[src/logic/ger_pkg.sv]
// Functional notes
// - Ethernet LED steady while no tunnel connection exists or it dropped.
// - Tunnel transmit queue overflow lights Ethernet LED; message counts as lost.
// - Tunnel receive queue overflow lights Ethernet LED; message counts as lost.
// - Tunnel send or receive failure lights Ethernet LED.
// - Tunnel failure discards pending CAN-to-network send contents.
// - CAN receive queue overflow gives short CAN LED flash.
// - CAN transmit queue overflow flashes CAN LED and retries the original message.
// - Emergency frame inserted only while high-priority CAN buffer not overflowed.
// - Bus-off blinks CAN LED 50:50 until a message succeeds.
// - Acknowledge error blinks CAN LED 25:75 until a message succeeds.
// - Emergency frames enabled with configurable identifier, default 0xFE.
// - Frame: code 0-1, error register 2, interface 3, mask 4-5, reserved 6-7.
// - Code 0x1000 new error, 0x8140 leaving bus-off, 0x0000 no errors.
// - Error register 0x80 while errors remain, 0x00 once all cleared.
// - Two-byte fields sent least significant byte first.
// - Mask bits 0x0001 receive, 0x0002 transmit, 0x0004 controller overflow.
// - Mask bits 0x0008 acknowledge, 0x0010 warning, 0x0020 error-passive.
// - Mask bits 0x0040 while bus-off, 0x2000 generic controller fault.
// - Mask bits 0x0080 transmit error, 0x0100 receive error, 0x0400 terminated.
// - State word adds 0x0200 while connected, 0x0800 while transferring.
package ger_pkg;
  // ****************************************
  // Register map
  // ****************************************
  localparam logic [7:0]  OFS_CTRL      = 8'h00;
  localparam logic [7:0]  OFS_STATE     = 8'h04;
  localparam logic [7:0]  OFS_CLEAR     = 8'h08;
  localparam logic [7:0]  OFS_FRAME_LO  = 8'h0c;
  localparam logic [7:0]  OFS_FRAME_HI  = 8'h10;
  localparam int          CTRL_EN_BIT   = 0;
  localparam int          CTRL_IF_LSB   = 8;
  localparam int          CTRL_ID_LSB   = 16;
  localparam int          CLR_ETH_BIT   = 16;
  localparam logic [31:0] CTRL_WMASK    = 32'h07ff_ff01;
  localparam logic [31:0] CTRL_RESET    = 32'h00fe_0001;
  localparam logic [1:0]  RESP_OKAY     = 2'h0;
  localparam logic [1:0]  RESP_SLVERR   = 2'h2;
  // ****************************************
  // Error mask and state bits
  // ****************************************
  localparam int          B_RX_OVF      = 0;
  localparam int          B_TX_OVF      = 1;
  localparam int          B_CTL_OVF     = 2;
  localparam int          B_ACK         = 3;
  localparam int          B_WARN        = 4;
  localparam int          B_PASSIVE     = 5;
  localparam int          B_BUS_OFF     = 6;
  localparam int          B_TX_ERR      = 7;
  localparam int          B_RX_ERR      = 8;
  localparam int          B_CONNECTED   = 9;
  localparam int          B_TERMINATED  = 10;
  localparam int          B_TRANSFER    = 11;
  localparam int          B_GENERIC     = 13;
  // ****************************************
  // Emergency frame values
  // ****************************************
  localparam logic [15:0] EMCY_NEW      = 16'h1000;
  localparam logic [15:0] EMCY_BUS_ON   = 16'h8140;
  localparam logic [15:0] EMCY_NONE     = 16'h0000;
  localparam logic [7:0]  ERR_REG_SET   = 8'h80;
  localparam logic [7:0]  ERR_REG_CLR   = 8'h00;
  // ****************************************
  // LED timing
  // ****************************************
  localparam int          CLK_HZ        = 50_000_000;
  localparam int          BLINK_MS      = 500;
  localparam int          FLASH_MS      = 50;
  localparam int          BLINK_CYC     = BLINK_MS * (CLK_HZ / 1000);
  localparam int          FLASH_CYC     = FLASH_MS * (CLK_HZ / 1000);
  typedef enum logic [1:0] {
    ST_IDLE  = 2'b00,
    ST_BUILD = 2'b01,
    ST_SEND  = 2'b11
  } ger_state_t;
endpackage

[src/logic/ger_error_reporter.sv]
`timescale 1ns/100ps
`default_nettype none
module ger_error_reporter
  import ger_pkg::*;
#(
  parameter int BLINK_PERIOD_CYC = BLINK_CYC,
  parameter int FLASH_LEN_CYC    = FLASH_CYC
) (
  input  wire logic        SYS_CLK_IN,
  input  wire logic        SYS_RST_IN,
  input  wire logic [7:0]  S_AXI_AWADDR_IN,
  input  wire logic        S_AXI_AWVALID_IN,
  output logic             S_AXI_AWREADY_OUT,
  input  wire logic [31:0] S_AXI_WDATA_IN,
  input  wire logic [3:0]  S_AXI_WSTRB_IN,
  input  wire logic        S_AXI_WVALID_IN,
  output logic             S_AXI_WREADY_OUT,
  output logic [1:0]       S_AXI_BRESP_OUT,
  output logic             S_AXI_BVALID_OUT,
  input  wire logic        S_AXI_BREADY_IN,
  input  wire logic [7:0]  S_AXI_ARADDR_IN,
  input  wire logic        S_AXI_ARVALID_IN,
  output logic             S_AXI_ARREADY_OUT,
  output logic [31:0]      S_AXI_RDATA_OUT,
  output logic [1:0]       S_AXI_RRESP_OUT,
  output logic             S_AXI_RVALID_OUT,
  input  wire logic        S_AXI_RREADY_IN,
  input  wire logic        CAN_RX_QUEUE_OVF_IN,
  input  wire logic        CAN_TX_QUEUE_OVF_IN,
  input  wire logic        CAN_CTRL_OVF_IN,
  input  wire logic        CAN_ACK_ERR_IN,
  input  wire logic        CAN_WARN_IN,
  input  wire logic        CAN_PASSIVE_IN,
  input  wire logic        CAN_BUS_OFF_IN,
  input  wire logic        CAN_CTRL_FAULT_IN,
  input  wire logic        CAN_MSG_OK_IN,
  input  wire logic        CAN_HP_OVF_IN,
  input  wire logic        LINK_CONNECTED_IN,
  input  wire logic        LINK_TRANSFER_IN,
  input  wire logic        LINK_TX_QUEUE_OVF_IN,
  input  wire logic        LINK_RX_QUEUE_OVF_IN,
  input  wire logic        LINK_TX_FAIL_IN,
  input  wire logic        LINK_RX_FAIL_IN,
  output logic             ETH_ERR_LED_OUT,
  output logic             CAN_ERR_LED_OUT,
  output logic             LINK_DISCARD_OUT,
  output logic             CAN_TX_RETRY_OUT,
  output logic             EMCY_VALID_OUT,
  input  wire logic        EMCY_READY_IN,
  output logic [10:0]      EMCY_ID_OUT,
  output logic [63:0]      EMCY_DATA_OUT
);
  logic        aw_held_r;
  logic [7:0]  awaddr_r;
  logic        w_held_r;
  logic [31:0] wdata_r;
  logic [3:0]  wstrb_r;
  logic        bvalid_r;
  logic [1:0]  bresp_r;
  logic        rvalid_r;
  logic [1:0]  rresp_r;
  logic [31:0] rdata_r;
  logic        wr_fire;
  logic        rd_fire;
  logic [31:0] byte_mask;
  logic [31:0] ctrl_r;
  logic [15:0] clr_vec;
  logic [15:0] set_vec;
  logic [15:0] mask_r;
  logic [15:0] err_mask;
  logic [15:0] state_word;
  logic        eth_latch_r;
  logic        eth_clr;
  logic        bus_off_q_r;
  logic        conn_q_r;
  logic        err_any_q_r;
  logic        bus_off_blink_r;
  logic        ack_blink_r;
  logic        ev_new;
  logic        ev_bus_on;
  logic        ev_ok;
  logic        pend_r;
  logic [15:0] pend_code_r;
  ger_state_t  state_r;
  ger_state_t  state_nxt;
  logic [63:0] frame_r;
  logic [10:0] emcy_id_r;

  // ****************************************
  // Register bus
  // ****************************************
  assign S_AXI_AWREADY_OUT = !aw_held_r && !bvalid_r;
  assign S_AXI_WREADY_OUT  = !w_held_r && !bvalid_r;
  assign S_AXI_ARREADY_OUT = !rvalid_r;
  assign S_AXI_BVALID_OUT  = bvalid_r;
  assign S_AXI_BRESP_OUT   = bresp_r;
  assign S_AXI_RVALID_OUT  = rvalid_r;
  assign S_AXI_RRESP_OUT   = rresp_r;
  assign S_AXI_RDATA_OUT   = rdata_r;
  assign wr_fire = aw_held_r && w_held_r && !bvalid_r;
  assign rd_fire = S_AXI_ARVALID_IN && !rvalid_r;

  generate
    for (genvar b = 0; b < 4; b++) begin : g_lane
      assign byte_mask[8*b+7:8*b] = {8{wstrb_r[b]}};
    end
  endgenerate

  always_ff @(posedge SYS_CLK_IN) begin
    if (SYS_RST_IN || wr_fire) begin
      aw_held_r <= 1'b0;
    end else if (S_AXI_AWVALID_IN && S_AXI_AWREADY_OUT) begin
      aw_held_r <= 1'b1;
      awaddr_r  <= S_AXI_AWADDR_IN;
    end
  end

  always_ff @(posedge SYS_CLK_IN) begin
    if (SYS_RST_IN || wr_fire) begin
      w_held_r <= 1'b0;
    end else if (S_AXI_WVALID_IN && S_AXI_WREADY_OUT) begin
      w_held_r <= 1'b1;
      wdata_r  <= S_AXI_WDATA_IN;
      wstrb_r  <= S_AXI_WSTRB_IN;
    end
  end

  always_ff @(posedge SYS_CLK_IN) begin
    if (SYS_RST_IN) begin
      bvalid_r <= 1'b0;
      bresp_r  <= RESP_OKAY;
    end else if (wr_fire) begin
      bvalid_r <= 1'b1;
      bresp_r  <= (awaddr_r == OFS_CTRL || awaddr_r == OFS_CLEAR) ? RESP_OKAY : RESP_SLVERR;
    end else if (S_AXI_BREADY_IN) begin
      bvalid_r <= 1'b0;
    end
  end

  always_ff @(posedge SYS_CLK_IN) begin
    if (SYS_RST_IN) begin
      rvalid_r <= 1'b0;
      rresp_r  <= RESP_OKAY;
      rdata_r  <= 32'h0;
    end else if (rd_fire) begin
      rvalid_r <= 1'b1;
      rresp_r  <= RESP_OKAY;
      case (S_AXI_ARADDR_IN)
        OFS_CTRL:     rdata_r <= ctrl_r;
        OFS_STATE:    rdata_r <= {16'h0, state_word};
        OFS_CLEAR:    rdata_r <= 32'h0;
        OFS_FRAME_LO: rdata_r <= frame_r[31:0];
        OFS_FRAME_HI: rdata_r <= frame_r[63:32];
        default: begin
          rdata_r <= 32'h0;
          rresp_r <= RESP_SLVERR;
        end
      endcase
    end else if (S_AXI_RREADY_IN) begin
      rvalid_r <= 1'b0;
    end
  end

  always_ff @(posedge SYS_CLK_IN) begin
    if (SYS_RST_IN) begin
      ctrl_r <= CTRL_RESET;
    end else if (wr_fire && awaddr_r == OFS_CTRL) begin
      ctrl_r <= (ctrl_r & ~(byte_mask & CTRL_WMASK)) | (wdata_r & byte_mask & CTRL_WMASK);
    end
  end

  assign clr_vec = (wr_fire && awaddr_r == OFS_CLEAR) ? (wdata_r[15:0] & byte_mask[15:0])
                                                       : 16'h0;
  // Latch clear sits above the mask bits, in the third byte lane
  assign eth_clr = wr_fire && awaddr_r == OFS_CLEAR && wdata_r[CLR_ETH_BIT]
                   && wstrb_r[CLR_ETH_BIT / 8];

  // ****************************************
  // Error mask
  // ****************************************
  always_comb begin
    set_vec = 16'h0;
    set_vec[B_RX_OVF]     = CAN_RX_QUEUE_OVF_IN || LINK_RX_QUEUE_OVF_IN;
    set_vec[B_TX_OVF]     = CAN_TX_QUEUE_OVF_IN || LINK_TX_QUEUE_OVF_IN;
    set_vec[B_CTL_OVF]    = CAN_CTRL_OVF_IN;
    set_vec[B_ACK]        = CAN_ACK_ERR_IN;
    set_vec[B_WARN]       = CAN_WARN_IN;
    set_vec[B_PASSIVE]    = CAN_PASSIVE_IN;
    set_vec[B_TX_ERR]     = LINK_TX_FAIL_IN;
    set_vec[B_RX_ERR]     = LINK_RX_FAIL_IN;
    set_vec[B_TERMINATED] = conn_q_r && !LINK_CONNECTED_IN;
    set_vec[B_GENERIC]    = CAN_CTRL_FAULT_IN;
  end

  generate
    for (genvar i = 0; i < 16; i++) begin : g_mask
      always_ff @(posedge SYS_CLK_IN) begin
        if (SYS_RST_IN) begin
          mask_r[i] <= 1'b0;
        end else begin
          mask_r[i] <= set_vec[i] || (mask_r[i] && !clr_vec[i]);
        end
      end
    end
  endgenerate

  assign err_mask = mask_r | (16'(CAN_BUS_OFF_IN) << B_BUS_OFF);
  assign state_word = err_mask | (16'(LINK_CONNECTED_IN) << B_CONNECTED)
                               | (16'(LINK_TRANSFER_IN) << B_TRANSFER);

  always_ff @(posedge SYS_CLK_IN) begin
    if (SYS_RST_IN) begin
      bus_off_q_r <= 1'b0;
      conn_q_r    <= 1'b0;
      err_any_q_r <= 1'b0;
    end else begin
      bus_off_q_r <= CAN_BUS_OFF_IN;
      conn_q_r    <= LINK_CONNECTED_IN;
      err_any_q_r <= err_mask != 16'h0;
    end
  end

  // ****************************************
  // Ethernet side indication
  // ****************************************
  always_ff @(posedge SYS_CLK_IN) begin
    if (SYS_RST_IN) begin
      eth_latch_r <= 1'b0;
    end else begin
      eth_latch_r <= LINK_TX_QUEUE_OVF_IN || LINK_RX_QUEUE_OVF_IN || LINK_TX_FAIL_IN
                  || LINK_RX_FAIL_IN || (eth_latch_r && !eth_clr);
    end
  end

  always_ff @(posedge SYS_CLK_IN) begin
    if (SYS_RST_IN) begin
      ETH_ERR_LED_OUT  <= 1'b0;
      LINK_DISCARD_OUT <= 1'b0;
      CAN_TX_RETRY_OUT <= 1'b0;
    end else begin
      ETH_ERR_LED_OUT  <= !LINK_CONNECTED_IN || eth_latch_r || LINK_TX_QUEUE_OVF_IN
                       || LINK_RX_QUEUE_OVF_IN || LINK_TX_FAIL_IN || LINK_RX_FAIL_IN;
      LINK_DISCARD_OUT <= LINK_TX_FAIL_IN || LINK_RX_FAIL_IN;
      CAN_TX_RETRY_OUT <= CAN_TX_QUEUE_OVF_IN;
    end
  end

  // ****************************************
  // CAN side indication
  // ****************************************
  // blink until success
  always_ff @(posedge SYS_CLK_IN) begin
    if (SYS_RST_IN) begin
      bus_off_blink_r <= 1'b0;
      ack_blink_r     <= 1'b0;
    end else begin
      bus_off_blink_r <= CAN_BUS_OFF_IN || (bus_off_blink_r && !CAN_MSG_OK_IN);
      ack_blink_r     <= CAN_ACK_ERR_IN || (ack_blink_r && !CAN_MSG_OK_IN);
    end
  end

  ger_led_pattern #(
    .PERIOD_CYC (BLINK_PERIOD_CYC),
    .FLASH_LEN  (FLASH_LEN_CYC)
  ) u_can_led (
    .clk_in          (SYS_CLK_IN),
    .rst_in          (SYS_RST_IN),
    .bus_off_mode_in (bus_off_blink_r),
    .ack_mode_in     (ack_blink_r),
    .flash_in        (CAN_RX_QUEUE_OVF_IN || CAN_TX_QUEUE_OVF_IN),
    .led_out         (CAN_ERR_LED_OUT)
  );

  // ****************************************
  // Emergency frames
  // ****************************************
  assign ev_new    = (|(set_vec & ~mask_r)) || (CAN_BUS_OFF_IN && !bus_off_q_r);
  assign ev_bus_on = bus_off_q_r && !CAN_BUS_OFF_IN;
  assign ev_ok     = err_any_q_r && err_mask == 16'h0;

  always_ff @(posedge SYS_CLK_IN) begin
    if (SYS_RST_IN) begin
      pend_r      <= 1'b0;
      pend_code_r <= EMCY_NONE;
    end else begin
      if (state_r == ST_IDLE) begin
        pend_r <= 1'b0;
      end
      if (ev_new) begin
        pend_r      <= 1'b1;
        pend_code_r <= EMCY_NEW;
      end else if (ev_bus_on) begin
        pend_r      <= 1'b1;
        pend_code_r <= EMCY_BUS_ON;
      end else if (ev_ok) begin
        pend_r      <= 1'b1;
        pend_code_r <= EMCY_NONE;
      end
    end
  end

  always_comb begin
    state_nxt = state_r;
    case (state_r)
      ST_IDLE:  if (pend_r && ctrl_r[CTRL_EN_BIT]) state_nxt = ST_BUILD;
      ST_BUILD: if (!CAN_HP_OVF_IN) state_nxt = ST_SEND;
      ST_SEND:  if (EMCY_READY_IN) state_nxt = ST_IDLE;
      default:  state_nxt = ST_IDLE;
    endcase
  end

  always_ff @(posedge SYS_CLK_IN) begin
    if (SYS_RST_IN) begin
      state_r <= ST_IDLE;
    end else begin
      state_r <= state_nxt;
    end
  end

  always_ff @(posedge SYS_CLK_IN) begin
    if (SYS_RST_IN) begin
      frame_r   <= 64'h0;
      emcy_id_r <= 11'h0;
    end else if (state_r == ST_IDLE && state_nxt == ST_BUILD) begin
      frame_r   <= {16'h0, err_mask[15:8], err_mask[7:0], ctrl_r[CTRL_IF_LSB +: 8],
                    (err_mask != 16'h0) ? ERR_REG_SET : ERR_REG_CLR,
                    pend_code_r[15:8], pend_code_r[7:0]};
      emcy_id_r <= ctrl_r[CTRL_ID_LSB +: 11];
    end
  end

  assign EMCY_VALID_OUT = state_r == ST_SEND;
  assign EMCY_DATA_OUT  = frame_r;
  assign EMCY_ID_OUT    = emcy_id_r;

  // ****************************************
  // Checks
  // ****************************************
  no_link_led_a: assert property (@(posedge SYS_CLK_IN) disable iff (SYS_RST_IN)
    !LINK_CONNECTED_IN |=> ETH_ERR_LED_OUT)
    else $error("Ethernet LED dark without link");
  link_ovf_led_a: assert property (@(posedge SYS_CLK_IN) disable iff (SYS_RST_IN)
    LINK_TX_QUEUE_OVF_IN || LINK_RX_QUEUE_OVF_IN |=> ETH_ERR_LED_OUT ##1 ETH_ERR_LED_OUT)
    else $error("Ethernet LED not held after overflow");
  fail_discard_a: assert property (@(posedge SYS_CLK_IN) disable iff (SYS_RST_IN)
    LINK_TX_FAIL_IN || LINK_RX_FAIL_IN |=> LINK_DISCARD_OUT && ETH_ERR_LED_OUT)
    else $error("failure did not discard");
  tx_retry_a: assert property (@(posedge SYS_CLK_IN) disable iff (SYS_RST_IN)
    CAN_TX_RETRY_OUT |-> $past(CAN_TX_QUEUE_OVF_IN))
    else $error("retry without overflow");
  hp_block_a: assert property (@(posedge SYS_CLK_IN) disable iff (SYS_RST_IN)
    $rose(EMCY_VALID_OUT) |-> !$past(CAN_HP_OVF_IN))
    else $error("frame inserted during high-priority overflow");
  emcy_code_a: assert property (@(posedge SYS_CLK_IN) disable iff (SYS_RST_IN)
    EMCY_VALID_OUT |-> EMCY_DATA_OUT[15:0] inside {16'h1000, 16'h8140, 16'h0000})
    else $error("bad emergency code bytes");
  err_reg_a: assert property (@(posedge SYS_CLK_IN) disable iff (SYS_RST_IN)
    EMCY_VALID_OUT |-> EMCY_DATA_OUT[23:16] == ((EMCY_DATA_OUT[47:32] != 16'h0) ? 8'h80 : 8'h00))
    else $error("error register mismatch");
  rx_ovf_bit_a: assert property (@(posedge SYS_CLK_IN) disable iff (SYS_RST_IN)
    CAN_RX_QUEUE_OVF_IN |=> state_word[0] until_with clr_vec[0])
    else $error("receive overflow bit not held");
  conn_state_a: assert property (@(posedge SYS_CLK_IN) disable iff (SYS_RST_IN)
    state_word[B_CONNECTED] == LINK_CONNECTED_IN && state_word[B_TRANSFER] == LINK_TRANSFER_IN
      && state_word[B_BUS_OFF] == (CAN_BUS_OFF_IN || mask_r[B_BUS_OFF]))
    else $error("state word bits wrong");
  busoff_blink_a: assert property (@(posedge SYS_CLK_IN) disable iff (SYS_RST_IN)
    $rose(CAN_BUS_OFF_IN) |=> bus_off_blink_r [*2])
    else $error("bus-off blink not started");
endmodule
`default_nettype wire

[src/logic/ger_led_pattern.sv]
`timescale 1ns/100ps
`default_nettype none
module ger_led_pattern
  import ger_pkg::*;
#(
  parameter int PERIOD_CYC = BLINK_CYC,
  parameter int FLASH_LEN  = FLASH_CYC
) (
  input  wire logic clk_in,
  input  wire logic rst_in,
  input  wire logic bus_off_mode_in,
  input  wire logic ack_mode_in,
  input  wire logic flash_in,
  output logic      led_out
);
  logic [31:0] phase_r;
  logic [31:0] flash_r;
  logic        led_nxt;

  // ****************************************
  // Pattern timers
  // ****************************************
  // cycle count parameters
  always_ff @(posedge clk_in) begin
    if (rst_in || phase_r == 32'(PERIOD_CYC - 1)) begin
      phase_r <= 32'h0;
    end else begin
      phase_r <= phase_r + 32'h1;
    end
  end

  always_ff @(posedge clk_in) begin
    if (rst_in) begin
      flash_r <= 32'h0;
    end else if (flash_in) begin
      flash_r <= 32'(FLASH_LEN);
    end else if (flash_r != 32'h0) begin
      flash_r <= flash_r - 32'h1;
    end
  end

  always_comb begin
    if (bus_off_mode_in) begin
      led_nxt = phase_r < 32'(PERIOD_CYC / 2);
    end else if (ack_mode_in) begin
      led_nxt = phase_r < 32'(PERIOD_CYC / 4);
    end else begin
      led_nxt = flash_r != 32'h0;
    end
  end

  always_ff @(posedge clk_in) begin
    if (rst_in) begin
      led_out <= 1'b0;
    end else begin
      led_out <= led_nxt;
    end
  end

  // ****************************************
  // Checks
  // ****************************************
  half_on_a: assert property (@(posedge clk_in) disable iff (rst_in)
    bus_off_mode_in |-> ##1 led_out == $past(phase_r < 32'(PERIOD_CYC / 2)))
    else $error("bus-off blink phase wrong");
  quarter_on_a: assert property (@(posedge clk_in) disable iff (rst_in)
    ack_mode_in && !bus_off_mode_in
      |-> ##1 led_out == $past(phase_r < 32'(PERIOD_CYC / 4)))
    else $error("ack blink phase wrong");
endmodule
`default_nettype wire

[config.mk]
export PLATFORM = sky130hd
export DESIGN_NAME = ger_error_reporter
export DESIGN_NICKNAME = d
export VERILOG_FILES = /design/src/logic/ger_pkg.sv /design/src/logic/ger_error_reporter.sv /design/src/logic/ger_led_pattern.sv
export SDC_FILE = /design/constraint.sdc
export NUM_CORES = 1
export LEC_CHECK = 0
export ABC_AREA = 1
export CAP_MARGIN = 25
export CORE_MARGIN = 2
export CORE_UTILIZATION = 30
export DETAILED_ROUTE_END_ITERATION = 12
export DONT_BUFFER_PORTS = 1
export PLACE_DENSITY = 0.52
export SYNTH_ARGS = -nofsm -noshare
export SYNTH_HDL_FRONTEND = slang
export SYNTH_HIERARCHICAL = 1
export SYNTH_SLANG_ARGS = --single-unit
[constraint.sdc]
create_clock -name SYS_CLK_IN -period 3.4 [get_ports SYS_CLK_IN]
set_clock_uncertainty 0.1 [all_clocks]
set_input_delay 0 -clock SYS_CLK_IN [delete_from_list [all_inputs] [get_ports SYS_CLK_IN]]
set_output_delay 0 -clock SYS_CLK_IN [all_outputs]
set_load 0.05 [all_outputs]
==> results.json <==
{
  "clock_latency_ns": 0.58,
  "dr.pass1.iters": 5,
  "arrival_ns": 3.42,
  "wire_per_inst_um": 15.89,
  "grt_use_total_pct": 17.00,
  "start_util_pct": 30.27,
  "fin_crit_sh_pct": 88.55,
  "yosysSeqAreaShare_pct": 48.13,
  "drt-total-wl_mm": 30.89,
  "vias": 9133,
  "die_w_um": 190,
  "dp_hpwl_mm": 21.56,
  "gp_congestion": 0.9028,
  "cts_tree": "done",
  "fmax_mhz": 332.2,
  "max_stage_delay_ns": 0.61,
  "critical_path_required_ns": 3.81,
  "path_cells": "dlygate4sd3_1, nor2_1, dlygate4sd3_1, nand2_1, dlygate4sd3_1, nor2_4, inv_1, dlygate4sd3_1, o21ai_0, nand2_1, a21oi_1",
  "rows": 68,
  "clkSlewWorstSetupHoldPaths_ns": 0.06,
  "setup_tns_ns": 0,
  "synthToLayoutAreaGrowth_pct": 24.04,
  "rsz0062_at_grt": "false",
  "cts_made_buffers": 28,
  "timing.slew.headroom_pct": 37.82,
  "ys_seq_elements": 230,
  "vias_per_cell": 4.698,
  "remaining_drc_errors": 0,
  "htree_levels": 1,
  "cts_root_buffer": "clkbuf_16",
  "cts_setup_buffers": 0,
  "antenna_left": 0,
  "overflow": 0,
  "cap_violations": 0,
  "layout_min_cycle_time_ns": 3.011,
  "status": "complete, no violations",
  "path_class": "primary input to register",
  "postSynthAreaPerCell_um2": 7.682,
  "ir_worst_vdd_mv": 0.4357,
  "ys_types": 45,
  "cp_max_fo": 17,
  "syn_area_um2": 10380,
  "antenna_found_initial": 2,
  "cp-start-kind": "primary input",
  "slew_violations": 0,
  "core-area_um2": 34290,
  "tightest_slew_ns": 0.9293,
  "io_buffers": 0,
  "synth_cells": 1351,
  "powerDensity_nw_per_um2": 536.3,
  "leakagePower_uw": 0.005004,
  "critPathCaptureType": "register",
  "grt_pass1_vias": 8981,
  "drt_first_iter_violations": 590,
  "finalSetupViolCount": 0,
  "synth_edf_count": 39,
  "grt_max_degree": 71,
  "io_pins": 197,
  "synthFlopType": "dfxtp_1",
  "postLayoutCoreUtil_pct": 37.55,
  "final_hold_viol_count": 0,
  "fin_nets": 1544,
  "drive_gt1_share_pct": 6.725,
  "worst_path_max_delay_cell": "dlygate4sd3_1",
  "async_flop_share_pct": 0,
  "cts_sinks": 230,
  "hold_path_class": "primary input to register",
  "die_y_um": 190,
  "crit_path_frequent_cell": "dlygate4sd3_1",
  "die-area_um2": 36100,
  "cts.path.max_buffers": 3,
  "grt_pass1_wl_mm": 48.65,
  "synth_warnings": 6
}
registers in the layout, indices dropped and copies added (netlist names), 8 cells and up, named ones only:
signal,flops
EMCY_DATA_OUT,27
EMCY_ID_OUT,11
S_AXI_RDATA_OUT,32
awaddr_r,8
mask_r,16
u_can_led/flash_r,32
u_can_led/phase_r,32
wdata_r,27
routing by layer:
layer	routed length [um]	track usage, %	vias up	share of wire [%]
met2	15010	29.41	263	49
met3	1854	3.671	69	6.0
met5	0	0	-	0
li1	-	-	4583	-
met4	1090	6.321	0	3.5
met1	12930	20.69	4218	42
worst paths after layout:
| path | start | to | slack, ns | depth (start not counted) |
|---|---|---|---|---|
| setup / recovery | S_AXI_ARADDR_IN[6] | S_AXI_RDATA_OUT[24] | 0.39 | 11 |
| hold / removal | S_AXI_ARADDR_IN[5] | S_AXI_RDATA_OUT[14] | 0.06 | 7 |
| setup reg to reg | S_AXI_RVALID_OUT | S_AXI_RDATA_OUT[23] | 0.64 | 7 |
| hold reg to reg | pend_code_r[8] | pend_code_r[8] | 0.36 | 2 |
critical path, delay by kind of cell:
family                 cells  cell delay, ns
AO/OA/AOI/OAI              2            0.30
AND/OR/NAND/NOR            4            0.67
buffers and inverters      5            2.44
synthesized netlist by cell type, types with 3 or more instances:
cell | number | share of area [%]
a21oi_1 | 98 | 4.7
a21oi_2 | 5 | 0.42
buf_2 | 15 | 0.72
buf_4 | 41 | 3.0
buf_6 | 5 | 0.54
clkbuf_1 | 25 | 0.90
dfxtp_1 | 191 | 37
edfxtp_1 | 39 | 11
ha_1 | 3 | 0.36
inv_1 | 110 | 4.0
nand2_1 | 267 | 9.7
nand2_2 | 4 | 0.24
nand3_1 | 89 | 4.3
nand3_2 | 3 | 0.29
nand3b_1 | 4 | 0.29
nand4_1 | 46 | 2.8
nor2_1 | 215 | 7.8
nor2_2 | 4 | 0.24
nor2_4 | 7 | 0.76
nor3_1 | 25 | 1.2
nor3_2 | 3 | 0.29
nor4_1 | 3 | 0.18
o21ai_0 | 80 | 3.9
o22ai_1 | 3 | 0.18
or2_2 | 9 | 0.54
xnor2_1 | 14 | 1.2
xor2_1 | 20 | 1.7
cells in the final DEF (no fill, tap or decap), drive strengths merged, types with 3 or more instances in the layout:
cell           n
ha             3
edfxtp        39
inv          112
dlygate4sd3  123
conb          37
xnor2         14
clkbuf        35
nor4           3
nand2        271
o22ai          3
dfxtp        191
o21ai         81
or2           11
bufinv         4
nor2         226
clkinv        13
nand3         94
nor3          29
xor2          20
buf           13
a21oi        103
nand4         47
nand3b         4
per-stage QoR:
step                      area (um^2)  power [uW]  cells  hold WS [ns]  setup slack [ns]
after detailed placement        10630        3736   1765      -0.01875             1.009
after floorplan                 10510        3650   1387     -0.001131            0.1673
final                           12870        6904   1944       0.05552            0.3895
after global placement          10630        3728   1765      -0.01937             1.072
after global routing            12870        7158   1944       0.07359            0.1367
after CTS                       12850        6958   1941      0.008309            0.5045
area by class of cell:
class,instances,area (um^2)
inverters,113,424.2
diodes,2,5.005
multi-input cells,956,4562
clock buffers,35,747.0
flip-flops and latches,230,4996
fillers,3505,21410
clock inverters,17,209.0
well taps,455,569.3
repair buffers,136,1361
kinds of logic after synthesis:
group,count (synthesis),share of synthesized area [%]
and+or+nand+nor,687,29.40
DFF,230,48.13
buffers and inverters,201,9.295
AOI/OAI and AO/OA,195,9.910
xor gates and xnor gates,34,2.869
adders and majority gates,3,0.3617
other,1,0.03613
power by group:
group | internal [uW] | switching, uW | leakage [uW]
Combinational | 213 | 422 | 0.00261
Sequential | 2890 | 300 | 0.00192
Clock | 1860 | 1220 | 0.000468
Total | 4960 | 1940 | 0.00500
what timing repair did:
item / 4_1_cts / 5_1_grt
resized for setup: 0 / 0
hold buffers: 124 / 0
hold endpoints to repair: 204 / 0
Note: power is estimated with default switching activity, not from simulation.
